==> src/hw/cia_pkg.sv <==
package cia_pkg;

  // address and data widths
  localparam int SYS_AW      = 20;
  localparam int IO_AW       = 16;
  localparam int DW          = 16;
  localparam int BC_W        = 16;
  localparam logic [BC_W:0] BC_LIMIT = 17'h10000; // 64k bytes under byte-count end

  // base register selects
  localparam logic [1:0] BASE_A     = 2'h0;
  localparam logic [1:0] BASE_B     = 2'h1;
  localparam logic [1:0] BASE_C     = 2'h2;
  localparam logic [1:0] BASE_PARAM = 2'h3;

  // operation codes
  typedef enum logic [3:0] {
    CIA_OP_MOVE      = 4'h0,
    CIA_OP_AND       = 4'h1,
    CIA_OP_OR        = 4'h2,
    CIA_OP_BIT_CLEAR = 4'h3,
    CIA_OP_BIT_SET   = 4'h4,
    CIA_OP_JMP_ONE   = 4'h5,
    CIA_OP_JMP_ZERO  = 4'h6,
    CIA_OP_ENTER_DMA = 4'h7
  } cia_op_t;

  // one memory operand reference
  typedef struct packed {
    logic [1:0]        base;    // pointer register select
    logic [SYS_AW-1:0] disp;    // addressing-mode adjustment
    logic              valid;   // operand present
  } cia_opnd_t;

  // one instruction handed to the access path
  typedef struct packed {
    cia_op_t          op;
    logic             word;     // word transfer chosen by opcode
    logic [2:0]       bitsel;   // bit for single-bit ops
    cia_opnd_t        src;
    cia_opnd_t        dst;
    logic [DW-1:0]    imm;      // immediate / mask or write data
  } cia_instr_t;

  // bus cycle request
  typedef struct packed {
    logic              io_space;
    logic [SYS_AW-1:0] addr;
    logic              write;
    logic              upper;   // byte on upper lanes
    logic              word;    // 16-bit cycle
    logic [DW-1:0]     wdata;
  } cia_bus_req_t;

  // channel wide settings
  typedef struct packed {
    logic bus16_sys;            // physical width of system bus
    logic bus16_io;             // physical width of io bus
    logic bc_term;              // byte-count termination chosen
  } cia_cfg_t;

endpackage : cia_pkg

==> src/hw/cia_channel_io.sv <==
`timescale 1ns/10ps
`default_nettype none
// Functional notes
// - tag zero selects system space, tag one selects io space
// - io space uses low 16 pointer bits; system space uses all 20
// - base comes from pointer a, b, c, or the parameter block pointer
// - addressing mode adjustment is added to form the effective address
// - 8-bit bus: one cycle per byte, two per word, any alignment
// - 16-bit bus: one cycle for byte or even word, two for odd word
// - byte or word size comes from the opcode, not bus width
// - source operand reads the peripheral, destination operand writes it
// - move, and, or, bit clear, bit set, and jump on bit provided
// - transfers within and between both spaces, all addresses reachable
// - block dma limited to 64k bytes under byte-count termination
// - no instructions execute while block dma runs
// - exactly one instruction after dma entry, then dma mode
// - parameter block pointer accesses always go to system space
module cia_channel_io (
  input  wire logic                      I_CLK,
  input  wire logic                      I_RST,
  input  wire logic [cia_pkg::SYS_AW-1:0] I_PTR_REG_A,
  input  wire logic [cia_pkg::SYS_AW-1:0] I_PTR_REG_B,
  input  wire logic [cia_pkg::SYS_AW-1:0] I_PTR_REG_C,
  input  wire logic [2:0]                I_PTR_TAGS,
  input  wire logic [cia_pkg::SYS_AW-1:0] I_PARAM_BLOCK_PTR,
  input  wire cia_pkg::cia_cfg_t         I_CFG,
  input  wire logic                      I_INSTR_VALID,
  input  wire cia_pkg::cia_instr_t       I_INSTR,
  input  wire logic                      I_BUS_DONE,
  input  wire logic [cia_pkg::DW-1:0]    I_BUS_RDATA,
  input  wire logic                      I_DMA_DONE,
  input  wire logic [cia_pkg::BC_W:0]    I_DMA_COUNT,
  output logic                           O_INSTR_READY,
  output logic                           O_BUS_REQ,
  output cia_pkg::cia_bus_req_t          O_BUS,
  output logic                           O_JUMP_VALID,
  output logic                           O_JUMP_TAKEN,
  output logic                           O_DMA_ACTIVE,
  output logic                           O_DMA_LIMIT_ERR
);
  import cia_pkg::*;

  typedef enum logic [5:0] {
    ST_IDLE  = 6'h01,
    ST_RD    = 6'h02,
    ST_WR    = 6'h04,
    ST_DONE  = 6'h08,
    ST_DMA   = 6'h10,
    ST_ERR   = 6'h20
  } cia_state_t;

  // decides whether an access needs two cycles
  function automatic logic two_cycles(input logic bus16, input logic word, input logic a0);
    two_cycles = word & (~bus16 | a0);
  endfunction

  // builds one bus cycle of a possibly split access
  function automatic cia_bus_req_t mk_req(input logic io, input logic [SYS_AW-1:0] a,
                                         input logic wr, input logic bus16,
                                         input logic whole, input logic [DW-1:0] d);
    cia_bus_req_t r;
    r.io_space = io;
    r.addr     = a;
    r.write    = wr;
    r.word     = whole;
    r.upper    = bus16 & a[0] & ~whole;
    r.wdata    = (r.upper) ? {d[7:0], d[7:0]} : d;
    mk_req     = r;
  endfunction

  cia_state_t        state_reg, state_next;
  cia_instr_t        ins_reg, ins_next;
  logic              half_reg, half_next;       // second byte of a split word
  logic [DW-1:0]     data_reg, data_next;
  logic              armed_reg, armed_next;     // dma entry seen, one more to run
  logic              req_reg, req_next;
  cia_bus_req_t      bus_reg, bus_next;
  logic              jv_reg, jv_next, jt_reg, jt_next, err_reg, err_next;
  logic              src_io, dst_io;
  logic [SYS_AW-1:0] src_addr, dst_addr;

  cia_addr_gen u_src_ag (
    .i_ptr_a(I_PTR_REG_A), .i_ptr_b(I_PTR_REG_B), .i_ptr_c(I_PTR_REG_C),
    .i_tags(I_PTR_TAGS), .i_param_block_ptr(I_PARAM_BLOCK_PTR),
    .i_opnd(ins_reg.src), .o_io_space(src_io), .o_addr(src_addr)
  );
  cia_addr_gen u_dst_ag (
    .i_ptr_a(I_PTR_REG_A), .i_ptr_b(I_PTR_REG_B), .i_ptr_c(I_PTR_REG_C),
    .i_tags(I_PTR_TAGS), .i_param_block_ptr(I_PARAM_BLOCK_PTR),
    .i_opnd(ins_reg.dst), .o_io_space(dst_io), .o_addr(dst_addr)
  );

  logic              cur_io, cur_bus16, cur_split;
  logic [SYS_AW-1:0] cur_addr;
  logic [DW-1:0]     result;
  logic [7:0]        bmask;

  // next state of the access sequencer
  always_comb begin
    state_next = state_reg;
    ins_next   = ins_reg;
    half_next  = half_reg;
    data_next  = data_reg;
    armed_next = armed_reg;
    req_next   = 1'b0;
    bus_next   = bus_reg;
    jv_next    = 1'b0;
    jt_next    = jt_reg;
    err_next   = err_reg;
    cur_io     = (state_reg == ST_WR) ? dst_io : src_io;
    cur_addr   = (state_reg == ST_WR) ? dst_addr : src_addr;
    cur_bus16  = cur_io ? I_CFG.bus16_io : I_CFG.bus16_sys;
    cur_split  = two_cycles(cur_bus16, ins_reg.word, cur_addr[0]);
    bmask      = 8'h01 << ins_reg.bitsel;
    // combine read data with operand per operation
    case (ins_reg.op)
      CIA_OP_AND:       result = data_reg & ins_reg.imm;
      CIA_OP_OR:        result = data_reg | ins_reg.imm;
      CIA_OP_BIT_CLEAR: result = {8'h00, data_reg[7:0] & ~bmask};
      CIA_OP_BIT_SET:   result = {8'h00, data_reg[7:0] | bmask};
      default:          result = ins_reg.src.valid ? data_reg : ins_reg.imm;
    endcase
    case (state_reg)
      ST_IDLE: begin
        if (I_INSTR_VALID) begin
          ins_next  = I_INSTR;
          half_next = 1'b0;
          data_next = '0;
          if (I_INSTR.op == CIA_OP_ENTER_DMA) begin
            armed_next = 1'b1;
            state_next = ST_IDLE;
          end else if (I_INSTR.src.valid) begin
            state_next = ST_RD;
          end else if (I_INSTR.dst.valid) begin
            state_next = ST_WR;
          end else begin
            state_next = ST_DONE;
          end
        end
      end
      ST_RD, ST_WR: begin
        // issue one bus cycle, low byte first on a split word
        if (!req_reg) begin
          req_next = 1'b1;
          bus_next = mk_req(cur_io, cur_addr + {{(SYS_AW-1){1'b0}}, half_reg},
                            state_reg == ST_WR, cur_bus16, ins_reg.word & ~cur_split,
                            half_reg ? {8'h00, result[15:8]} : result);
          if (cur_io) begin
            bus_next.addr[SYS_AW-1:IO_AW] = '0;
          end
        end else begin
          req_next = 1'b1;
          if (I_BUS_DONE) begin
            req_next = 1'b0;
            if (state_reg == ST_RD) begin
              if (!cur_split) begin
                data_next = (bus_reg.upper) ? {8'h00, I_BUS_RDATA[15:8]}
                          : (ins_reg.word ? I_BUS_RDATA : {8'h00, I_BUS_RDATA[7:0]});
              end else if (!half_reg) begin
                data_next[7:0] = (bus_reg.upper) ? I_BUS_RDATA[15:8] : I_BUS_RDATA[7:0];
              end else begin
                data_next[15:8] = (bus_reg.upper) ? I_BUS_RDATA[15:8] : I_BUS_RDATA[7:0];
              end
            end
            if (cur_split && !half_reg) begin
              half_next = 1'b1;
            end else begin
              half_next  = 1'b0;
              state_next = (state_reg == ST_RD && ins_reg.dst.valid) ? ST_WR : ST_DONE;
            end
          end
        end
      end
      ST_DONE: begin
        // jump test on the byte read
        if (ins_reg.op == CIA_OP_JMP_ONE || ins_reg.op == CIA_OP_JMP_ZERO) begin
          jv_next = 1'b1;
          jt_next = (data_reg[ins_reg.bitsel] == (ins_reg.op == CIA_OP_JMP_ONE));
        end
        if (armed_reg) begin
          armed_next = 1'b0;
          if (I_CFG.bc_term && (I_DMA_COUNT > BC_LIMIT)) begin
            err_next   = 1'b1;
            state_next = ST_ERR;
          end else begin
            state_next = ST_DMA;
          end
        end else begin
          state_next = ST_IDLE;
        end
      end
      ST_DMA: begin
        if (I_DMA_DONE) begin
          state_next = ST_IDLE;
        end
      end
      ST_ERR: begin
        err_next   = 1'b0;
        state_next = ST_IDLE;
      end
      default: begin
        state_next = ST_IDLE;
      end
    endcase
  end

  // state registers
  always_ff @(posedge I_CLK) begin
    if (I_RST) begin
      state_reg <= ST_IDLE;
      ins_reg   <= '0;
      half_reg  <= 1'b0;
      data_reg  <= '0;
      armed_reg <= 1'b0;
      req_reg   <= 1'b0;
      bus_reg   <= '0;
      jv_reg    <= 1'b0;
      jt_reg    <= 1'b0;
      err_reg   <= 1'b0;
    end else begin
      state_reg <= state_next;
      ins_reg   <= ins_next;
      half_reg  <= half_next;
      data_reg  <= data_next;
      armed_reg <= armed_next;
      req_reg   <= req_next;
      bus_reg   <= bus_next;
      jv_reg    <= jv_next;
      jt_reg    <= jt_next;
      err_reg   <= err_next;
    end
  end

  // outputs straight from flip-flops
  assign O_INSTR_READY   = state_reg[0];             // idle bit of the one-hot code
  assign O_BUS_REQ       = req_reg;
  assign O_BUS           = bus_reg;
  assign O_JUMP_VALID    = jv_reg;
  assign O_JUMP_TAKEN    = jt_reg;
  assign O_DMA_ACTIVE    = state_reg[4];             // dma bit of the one-hot code
  assign O_DMA_LIMIT_ERR = err_reg;

  // checks on the access sequencer
  a_dma_no_instr: assert property (@(posedge I_CLK) disable iff (I_RST)
    (state_reg == ST_DMA && !I_DMA_DONE) |=> (state_reg == ST_DMA && !O_BUS_REQ))
    else $error("dma mode left early");
  a_io_upper_zero: assert property (@(posedge I_CLK) disable iff (I_RST)
    (O_BUS_REQ && O_BUS.io_space) |-> (O_BUS.addr[19:16] == 4'h0))
    else $error("io upper bits set");
  a_pp_system: assert property (@(posedge I_CLK) disable iff (I_RST)
    (state_reg == ST_RD && ins_reg.src.base == BASE_PARAM) |-> !src_io)
    else $error("param pointer went to io");
  a_tag_space: assert property (@(posedge I_CLK) disable iff (I_RST)
    (state_reg == ST_RD && ins_reg.src.base == BASE_A) |-> (src_io == I_PTR_TAGS[0]))
    else $error("tag space wrong");
  a_byte_8bit: assert property (@(posedge I_CLK) disable iff (I_RST)
    (O_BUS_REQ && !O_BUS.io_space && !I_CFG.bus16_sys) |-> !O_BUS.word)
    else $error("word cycle on 8-bit bus");
  a_even_word_one: assert property (@(posedge I_CLK) disable iff (I_RST)
    ($rose(O_BUS_REQ) && !half_reg && ins_reg.word && I_CFG.bus16_sys && I_CFG.bus16_io
      && !O_BUS.addr[0]) |-> O_BUS.word) else $error("even word split on 16-bit bus");
  a_dma_after_one: assert property (@(posedge I_CLK) disable iff (I_RST)
    (state_reg == ST_DONE && armed_reg && !I_CFG.bc_term) |=> (state_reg == ST_DMA))
    else $error("dma not entered");
  a_limit_err: assert property (@(posedge I_CLK) disable iff (I_RST)
    (state_reg == ST_DONE && armed_reg && I_CFG.bc_term && I_DMA_COUNT > BC_LIMIT)
      |=> (O_DMA_LIMIT_ERR && !O_DMA_ACTIVE)) else $error("over-limit dma entered");
  a_write_dst: assert property (@(posedge I_CLK) disable iff (I_RST)
    (O_BUS_REQ && O_BUS.write) |-> (state_reg == ST_WR))
    else $error("write outside dest phase");

endmodule : cia_channel_io
`default_nettype wire

==> src/hw/cia_addr_gen.sv <==
`timescale 1ns/10ps
`default_nettype none
// forms the effective address and space of one operand
module cia_addr_gen (
  input  wire logic [cia_pkg::SYS_AW-1:0] i_ptr_a,
  input  wire logic [cia_pkg::SYS_AW-1:0] i_ptr_b,
  input  wire logic [cia_pkg::SYS_AW-1:0] i_ptr_c,
  input  wire logic [2:0]                 i_tags,
  input  wire logic [cia_pkg::SYS_AW-1:0] i_param_block_ptr,
  input  wire cia_pkg::cia_opnd_t         i_opnd,
  output logic                            o_io_space,
  output logic [cia_pkg::SYS_AW-1:0]      o_addr
);
  import cia_pkg::*;

  logic [SYS_AW-1:0] base;
  logic [SYS_AW-1:0] sum;

  // base pick and space selection
  always_comb begin
    base       = i_param_block_ptr;
    o_io_space = 1'b0;
    case (i_opnd.base)
      BASE_A: begin
        base       = i_ptr_a;
        o_io_space = i_tags[0];
      end
      BASE_B: begin
        base       = i_ptr_b;
        o_io_space = i_tags[1];
      end
      BASE_C: begin
        base       = i_ptr_c;
        o_io_space = i_tags[2];
      end
      default: begin
        base       = i_param_block_ptr;
        o_io_space = 1'b0;
      end
    endcase
    sum = base + i_opnd.disp;
    if (o_io_space) begin
      // io space: low 16 bits only, upper nibble zero
      o_addr = {{(SYS_AW-IO_AW){1'b0}}, base[IO_AW-1:0] + i_opnd.disp[IO_AW-1:0]};
    end else begin
      o_addr = sum;
    end
  end

endmodule : cia_addr_gen
`default_nettype wire

==> config.mk <==
export PLATFORM = sky130hd
export DESIGN_NAME = cia_channel_io
export DESIGN_NICKNAME = d
export VERILOG_FILES = /design/src/hw/cia_pkg.sv /design/src/hw/cia_channel_io.sv /design/src/hw/cia_addr_gen.sv
export SDC_FILE = /design/constraint.sdc
export NUM_CORES = 1
export LEC_CHECK = 0
export ABC_AREA = 1
export ABC_CLOCK_PERIOD_IN_PS = 6000
export BUFFER_PORTS_ARGS = -buffer_cell sky130_fd_sc_hd__buf_2
export CAP_MARGIN = 20
export CORE_ASPECT_RATIO = 1.25
export CORE_MARGIN = 8
export CORE_UTILIZATION = 30
export DETAILED_ROUTE_END_ITERATION = 10
export PLACE_DENSITY = 0.47
export SYNTH_ARGS = -nofsm -noshare
export SYNTH_HDL_FRONTEND = slang
export SYNTH_SLANG_ARGS = --single-unit
==> constraint.sdc <==
create_clock -name I_CLK -period 6 [get_ports I_CLK]
set_input_delay 0.9 -clock I_CLK [delete_from_list [all_inputs] [get_ports I_CLK]]
set_output_delay 0.9 -clock I_CLK [all_outputs]
set_load 0.01 [all_outputs]
==> results.toml, run 1 <==
[sta]
worst_slew_pin_slew_ns = 1.05
fin_tns_setup_ns = 0
setup_viol = 0
min_period_ns = 4.56
post-route-period-util = 0.760
fin_worst_skew_ns = 0.0158
maxSlewHeadroom = 0.297
clock.fmax_ghz = 0.219
maxSlewViolCount = 0
rsz0062_at_grt = "false"
fin_ws_ns = 1.44
hold_viol = 0

[clock_tree]
htree_num_levels = 4
cts_buffers = 17
worstSkewPairLatency_ns = 0.46
clk_path_buf_depth = 2
root_buffer = "clkbuf_16"
postCtsSetupBuffers = 0
clock-sinks = 138
cts-hold-fix-buffers = 0
cts_tree = "yes"
path_clk_slew_ns = 0.07
postCtsResizedCells = 0

[detailed_routing]
wl_per_cell_um = 17.5
num_vias = 12446
vias_per_cell = 4.90
drt.antenna.violating_nets = 0
initialDrtViolationCount = 882
dr.pass1.iters = 6
route.detailed.drc = 0
drt-total-wl_um = 44400

[pwr]
finalPower_uw = 7180
leakagePower_uw = 0.00668
max-vdd-ir-drop_uv = 242
power_per_cell_area_nw_per_um2 = 549

[hold_path]
min-delay-start = "ins_reg[16]"
min_path_cells = 2
hold_end = "ins_reg[16]"
min_path_type = "reg -> reg"

[outcome]
status = "complete, no violations"

[global_routing]
grt_pass1_vias = 12292
grt_first_pass_wirelength_um = 69300
track_usage = 0.205
grt_antenna_before_repair = 1
grt_start_max_net_pins = 70
gr-total-overflow = 0

[yosys]
yosysMostFrequentCell = "nand2_1"
syn-num-nets = 2082
synthDistinctLibCells = 52
synth_ff_type = "dfxtp_1"
yosysTopAreaCellShare = 0.254
synth_warnings = 0
synth_commonest_cells = "nand2_1 (428), inv_1 (252), o21ai_0 (247)"
async_reset_ff_frac = 0
ys_top_cells_by_area = "dfxtp_1 (25%), nand2_1 (15%), o21ai_0 (11%)"
synth_top_cell_by_area = "dfxtp_1"
ys_ff_latch = 138
ys_seq_area_frac = 0.254
syn_inst = 1844
synth_edf_count = 0
synth_area_um2 = 10900
syn_avg_cell_area_um2 = 5.90

[die]
initial_core_util = 0.302
dieArea_um2 = 42700
fp.dieH_um = 229
ios = 240
die_w_um = 186
design.core.area_um2 = 36000
num_rows = 78

[critical_path]
start_kind = "register"
critPathCaptureType = "register"
cp.arrival_ns = 4.95
rr_startpoint = "ins_reg[37]"
reg2reg_slack_ns = 1.44
critPathMaxFanout = 22
reg2reg_depth = 19
worstReg2RegEnd = "O_BUS[31]"
required_ns = 6.39
critical_path_class = "reg -> reg"

[finish]
drive_gt1_frac = 0.170
largest_reg_flops = 70
nets = 2283
fill_cells = 4043
area_growth_pct = 20.0

[placed_design]
pre_cts_slack_ns = 1.54
port_buffers = 239
gp_congestion = 0.956
dpl.hpwl_um = 35700

[run]
max_cap_viol_count = 0
power breakdown:
group	total, uW	switching [uW]	internal, uW
Clock	1080	496	586
Sequential	1460	256	1210
Combinational	4630	3190	1440
layout by cell type (no fill, tap or decap), types with 10 or more instances in the layout:
cell and n:
ha_1 42, dfxtp_1 138, nand3_1 153, clkbuf_16 17
o21ai_1 15, nand2_2 16, o211ai_1 15, buf_2 240
nor2_1 242, a21oi_1 85, nor2_4 10, o21ai_0 247
inv_1 251, nand2_1 427, nand4_1 16, nor3_1 16
inv_2 10
critical path, cell delays in order (launching register included):
cell and delay [ns]:
dfxtp_1 0.79, nand2_1 0.19, inv_1 0.60, nand2_1 0.12, nand3_1 0.13, o21ai_0 0.09, inv_1 0.13, ha_1 0.17
inv_1 0.04, o21ai_0 0.35, ha_1 0.44, ha_1 0.24, inv_1 0.07, nor2_4 0.13, nand2_4 0.08, nor3_4 0.25
nand2_1 0.14, o21ai_0 0.32, nand2_1 0.11, a21oi_1 0.12
metal layers:
metal,part of all wire,global-route usage
met4,0.037,0.0934
met1,0.41,0.231
met3,0.044,0.0339
met5,0,0
met2,0.50,0.373
worst max path at each step:
stage | start | endpoint | slack, ns | depth (start not counted)
floorplan | I_PTR_REG_C[0] | O_BUS[33] | 2.70 | 18
global placement | ins_reg[38] | O_BUS[31] | 1.54 | 20
detailed placement | ins_reg[38] | O_BUS[31] | 1.54 | 20
CTS | ins_reg[37] | O_BUS[31] | 1.50 | 19
global route | ins_reg[37] | O_BUS[31] | 1.03 | 18
finish | ins_reg[37] | O_BUS[31] | 1.44 | 19
cell type report:
cell class	count	area (um2)	area share
multi-input combinational	1374	6830	0.522
sequential	138	2760	0.211
timing repair buffer	250	1300	0.0992
inverter	264	996	0.0762
tap	480	601	0.0460
clock buffer	17	425	0.0326
clock inverter	15	156	0.0120
antenna	1	2.50	0.000192
logic make-up after synthesis:
family | Yosys count | synth area share
AND/OR/NAND/NOR | 928 | 0.374
AO/OA/AOI/OAI | 394 | 0.194
buffers and inverters | 332 | 0.119
flip-flops | 138 | 0.254
adder cells (fa/ha/maj) | 44 | 0.0520
XOR/XNOR | 8 | 0.00644
per-stage QoR:
| stage | hold WS, ns | utilization | instance area, um2 | instances |
|---|---|---|---|---|
| 6_report | 0.454 | 0.363 | 13100 | 2539 |
| 5_1_grt | 0.493 | 0.363 | 13100 | 2538 |
| 4_1_cts | 0.454 | 0.362 | 13000 | 2537 |
| 3_5_place_dp | 0.444 | 0.346 | 12500 | 2505 |
| 3_3_place_gp | 0.441 | 0.346 | 12400 | 2504 |
| 2_1_floorplan | 0.430 | - | 10900 | 1844 |
No activity file was read; power rests on OpenSTA's default activity.
==> run 2, diff against run 1 <==
--- a/config.mk
+++ b/config.mk
@@ -6,14 +6,14 @@
 export NUM_CORES = 1
 export LEC_CHECK = 0
 export ABC_AREA = 1
-export ABC_CLOCK_PERIOD_IN_PS = 6000
+export ABC_CLOCK_PERIOD_IN_PS = 4150
 export BUFFER_PORTS_ARGS = -buffer_cell sky130_fd_sc_hd__buf_2
 export CAP_MARGIN = 20
 export CORE_ASPECT_RATIO = 1.25
 export CORE_MARGIN = 8
 export CORE_UTILIZATION = 30
 export DETAILED_ROUTE_END_ITERATION = 10
-export PLACE_DENSITY = 0.47
+export PLACE_DENSITY = 0.49
 export SYNTH_ARGS = -nofsm -noshare
 export SYNTH_HDL_FRONTEND = slang
 export SYNTH_SLANG_ARGS = --single-unit
==> constraint.sdc (replaced) <==
create_clock -name I_CLK -period 4.15 [get_ports I_CLK]
set_input_delay 0.6225 -clock I_CLK [delete_from_list [all_inputs] [get_ports I_CLK]]
set_output_delay 0.6225 -clock I_CLK [all_outputs]
set_load 0.01 [all_outputs]
==> results.toml, run 2 (synthesis gave the netlist of run 1 again) <==
[outcome]
status = "complete, no violations"

[critical_path]
reg2reg_slack_ns = 0.43
reg2reg_depth = 21
critPathMaxFanout = 19
worstReg2RegEnd = "O_BUS[31]"
rr_startpoint = "ins_reg[37]"
start_kind = "register"
critical_path.startpoint = "ins_reg[37]"
required_ns = 4.45
critical_path_class = "reg -> reg"
cp.arrival_ns = 4.03
critPathCaptureType = "register"

[detailed_routing]
drt.antenna.violating_nets = 0
wl_per_cell_um = 17.5
dr.pass1.iters = 8
drt-total-wl_um = 44700
vias_per_cell = 4.92
num_vias = 12557
route.detailed.drc = 0
initialDrtViolationCount = 905

[sta]
fin_tns_setup_ns = 0
maxSlewHeadroom = 0.412
clock.fmax_ghz = 0.269
setup_viol = 0
post-route-period-util = 0.897
hold_viol = 0
fin_worst_skew_ns = 0.0148
worst_slew_pin_slew_ns = 0.881
min_period_ns = 3.72
rsz0062_at_grt = "false"
maxSlewViolCount = 0

[finish]
nets = 2296
n_antenna_cell = 0
area_growth_pct = 20.9
drive_gt1_frac = 0.176
final_common_cell = "nand2_1"
fin_util = 0.365
final_cell_mix = "nand2_1 (427), inv_1 (251), o21ai_0 (247)"
fill_cells = 4106
largest_reg_flops = 70

[clock_tree]
clock-sinks = 138
htree_num_levels = 4
cts_tree = "yes"
cts-hold-fix-buffers = 0
worstSkewPairLatency_ns = 0.44
path_clk_slew_ns = 0.06
root_buffer = "clkbuf_16"
cts_buffers = 17
clk_path_buf_depth = 2

[die]
initial_core_util = 0.302
design.core.area_um2 = 36000
fp.dieH_um = 229
dieArea_um2 = 42700
die_w_um = 186
num_rows = 78
ios = 240

[pwr]
power_per_cell_area_nw_per_um2 = 792
leakagePower_uw = 0.00674
max-vdd-ir-drop_uv = 355

[hold_path]
min_path_cells = 3
hold_end = "ins_reg[7]"
min_path_type = "in -> reg"
min-delay-start = "I_INSTR[7]"

[global_routing]
track_usage = 0.204
grt_pass1_vias = 12215
grt_antenna_before_repair = 0
grt_first_pass_wirelength_um = 69200
grt_start_max_net_pins = 91
gr-total-overflow = 0

[placed_design]
dpl.hpwl_um = 36000
port_buffers = 239
gp_congestion = 0.955

[run]
max_cap_viol_count = 0
[run 2: changes by cell type in the layout (fill, tap and decap cells not counted), sizes merged]
cell	delta
diode	-1
clkinvlp	+2
inv	-4
clkbuf	+2
buf	+13
[run 2: worst max-delay path by stage]
stage	end	slack, ns	cells past startpoint
after floorplan	O_BUS[33]	0.89	23
after global placement	O_BUS[35]	0.31	22
after detailed placement	O_BUS[35]	0.28	20
after CTS	O_BUS[35]	0.25	22
after global routing	O_BUS[33]	0.02	21
final	O_BUS[31]	0.43	21
[run 2: power by group]
| group | switching [uW] | internal, uW |
|---|---|---|
| Combinational | 4670 | 2130 |
| Clock | 676 | 861 |
| Sequential | 327 | 1750 |
[run 2: area by class of cell]
class,instances,area (um2),share of cell area
flip-flops and latches,138,2760,0.210
multi-input cells,1374,6830,0.519
well taps,480,601,0.0457
clock buffers,19,453,0.0344
inverters,264,996,0.0757
clock inverters,13,119,0.00904
repair buffers,263,1400,0.106
[run 2: layer usage]
layer  GRT usage  part of all wire  up-vias
met2       0.364              0.49      412
met1       0.234              0.42     5681
met4      0.0919             0.041        0
met3      0.0348             0.050       66
met5           0                 0        -
li1            -                 -     6398
[run 2: repair_timing]
| item | 4_1_cts | 5_1_grt |
|---|---|---|
| buffers inserted | 0 | 0 |
| setup endpoints to repair | 0 | 2 |
| gates resized for setup | 0 | 1 |
[run 2: worst max-delay path: stages (launching register included)]
cell     delay (ns)
dfxtp_1        0.39
inv_1          0.11
nand2_2        0.12
inv_2          0.19
nand2_1        0.11
nand3_1        0.12
o21ai_0        0.12
inv_1          0.10
ha_1           0.29
inv_1          0.04
o21ai_0        0.36
ha_2           0.37
ha_1           0.19
inv_1          0.07
nor2_4         0.13
nand2_4        0.07
nor3_4         0.25
nand3_2        0.13
nor2_4         0.17
inv_1          0.07
nand2_1        0.11
a21oi_1        0.07
[run 2: through the flow]
step / worst slack (ns) / area [um2] / power [uW] / instances / hold slack, ns
final: 0.428 / 13200 / 10400 / 2551 / 0.435
after global routing: 0.0154 / 13200 / 11400 / 2551 / 0.442
after CTS: 0.254 / 13100 / 10500 / 2550 / 0.414
after detailed placement: 0.276 / 12600 / 8920 / 2518 / 0.453
after global placement: 0.306 / 12600 / 8900 / 2518 / 0.446
after floorplan: 0.894 / 10900 / 6750 / 1844 / 0.430
==> run 3, diff against run 2 <==
--- a/config.mk
+++ b/config.mk
@@ -10,7 +10,7 @@
 export BUFFER_PORTS_ARGS = -buffer_cell sky130_fd_sc_hd__buf_2
 export CAP_MARGIN = 20
 export CORE_ASPECT_RATIO = 1.25
-export CORE_MARGIN = 8
+export CORE_MARGIN = 2
 export CORE_UTILIZATION = 30
 export DETAILED_ROUTE_END_ITERATION = 10
 export PLACE_DENSITY = 0.49
==> results.toml, run 3 (synthesis gave the netlist of run 1 again) <==
[outcome]
status = "complete, no violations"

[hold_path]
min_path_cells = 3
min-delay-start = "I_INSTR[3]"
min_path_type = "in -> reg"

[die]
initial_core_util = 0.302
fp.dieH_um = 217
die_w_um = 174
dieArea_um2 = 37800
ios = 240
num_rows = 78
design.core.area_um2 = 36000

[sta]
rsz0062_at_grt = "false"
clock.fmax_ghz = 0.270
fin_tns_setup_ns = 0
post-route-period-util = 0.891
fin_worst_skew_ns = 0.0211
hold_viol = 0
maxSlewHeadroom = 0.416
worst_slew_pin_slew_ns = 0.876
maxSlewViolCount = 0
setup_viol = 0
min_period_ns = 3.70

[critical_path]
rr_startpoint = "ins_reg[37]"
reg2reg_depth = 22
slowest_stage = "dfxtp_1"
path_buf_inv = 4
start_kind = "register"
crit_family = "simple AND/OR/NAND/NOR gates"
critical_path.startpoint = "ins_reg[37]"
required_ns = 4.51
crit_path_cell_trace = "inv_1 > nand2_2 > inv_2 > nand2_1 > nand3_1 > o21ai_0 > inv_1 > ha_1 > fa_1 > nand2_1 > a21oi_1 > nor2_1 > o21ai_2 > nand2_2 > nor2_4 > nand4_2 > nor2_4 > nand2_2 > a21oi_1 > o21ai_1 > nand2_1 > inv_1"
critical_path_class = "reg -> reg"
critPathMaxFanout = 19
crit_cells = 22
critPathCaptureType = "register"
critical_path.max_stage_delay_ns = 0.35
cp.arrival_ns = 4.06

[run]
max_cap_viol_count = 0

[detailed_routing]
initialDrtViolationCount = 971
vias_per_cell = 4.91
drt-total-wl_um = 43600
wl_per_cell_um = 17.1
dr.pass1.iters = 6
drt.antenna.violating_nets = 0
route.detailed.drc = 0
num_vias = 12527

[global_routing]
grtUsageMet2 = 0.431
top_usage_layer = "met2"
gr-total-overflow = 0
grtUsageMet1 = 0.270
grt_antenna_before_repair = 2
grt_start_max_net_pins = 91
grt_pass1_vias = 12379
track_usage = 0.233
grtUsageMet3 = 0.0374
grt_first_pass_wirelength_um = 68200

[finish]
final_common_cell = "nand2_1"
nets = 2297
n_antenna_cell = 0
largest_reg_flops = 70
area_growth_pct = 20.9
drive_gt1_frac = 0.175
final_cell_mix = "nand2_1 (427), inv_1 (251), o21ai_0 (247)"

[clock_tree]
clock-sinks = 138
cts_buffers = 17
cts_tree = "yes"
root_buffer = "clkbuf_16"
postCtsSetupBuffers = 0
path_clk_slew_ns = 0.07
cts-hold-fix-buffers = 0
clk_path_buf_depth = 2
worstSkewPairLatency_ns = 0.46
postCtsResizedCells = 0
htree_num_levels = 4

[pwr]
finalPower_uw = 10400
power_per_cell_area_nw_per_um2 = 793
max-vdd-ir-drop_uv = 343
pwr-share-comb = 0.654
p_seq_frac = 0.199
switchingPower_uw = 5670
p_int_uw = 4760
sw_frac_of_total = 0.544
power.share.clock = 0.147
leakagePower_uw = 0.00675

[placed_design]
port_buffers = 239
gp_congestion = 0.928
dpl.hpwl_um = 34600
run 3: worst min-delay path, delay by kind of cell:
family                 cells  cell delay (ns)
AO/OA/AOI/OAI              1             0.07
AND/OR/NAND/NOR            1             0.08
buffers and inverters      1             0.07
run 3: final timing paths:
| check | end | slack (ns) |
|---|---|---|
| setup / recovery | O_BUS[32] | 0.45 |
| hold / removal | ins_reg[3] | 0.41 |
| setup reg to reg | O_BUS[32] | 0.45 |
| hold reg to reg | O_DMA_LIMIT_ERR | 0.46 |
run 3: final cells by class:
| cell class | instances | area (um2) |
|---|---|---|
| Inverter | 264 | 996 |
| Multi-Input combinational cell | 1374 | 6830 |
| Clock inverter | 13 | 146 |
| Fill cell | 4089 | 22900 |
| Clock buffer | 17 | 425 |
| Sequential cell | 138 | 2760 |
| Tap cell | 480 | 601 |
| Timing Repair Buffer | 264 | 1400 |
run 3: through the flow:
stage | hold WS, ns | worst slack (ns) | area (um2) | instances | util
detailed placement | 0.457 | 0.417 | 12600 | 2519 | 0.349
global route | 0.428 | 0.00928 | 13200 | 2550 | 0.365
finish | 0.414 | 0.451 | 13200 | 2550 | 0.365
CTS | 0.394 | 0.413 | 13100 | 2549 | 0.365
global placement | 0.453 | 0.400 | 12600 | 2519 | 0.349
floorplan | 0.430 | 0.894 | 10900 | 1844 | -
run 3: power by group through the flow:
stage          clock [uW]  combinational, uW  sequential [uW]
2_1_floorplan           0               4700             2050
3_3_place_gp            0               6800             2120
3_5_place_dp            0               6790             2130
4_1_cts              1580               6830             2110
5_1_grt              1630               7720             2130
6_report             1530               6830             2080
run 3: routing by layer:
layer	wire length, um	share of wire
met1	18100	0.42
met2	22200	0.51
met3	2020	0.046
met4	1140	0.026
met5	30	0.00069
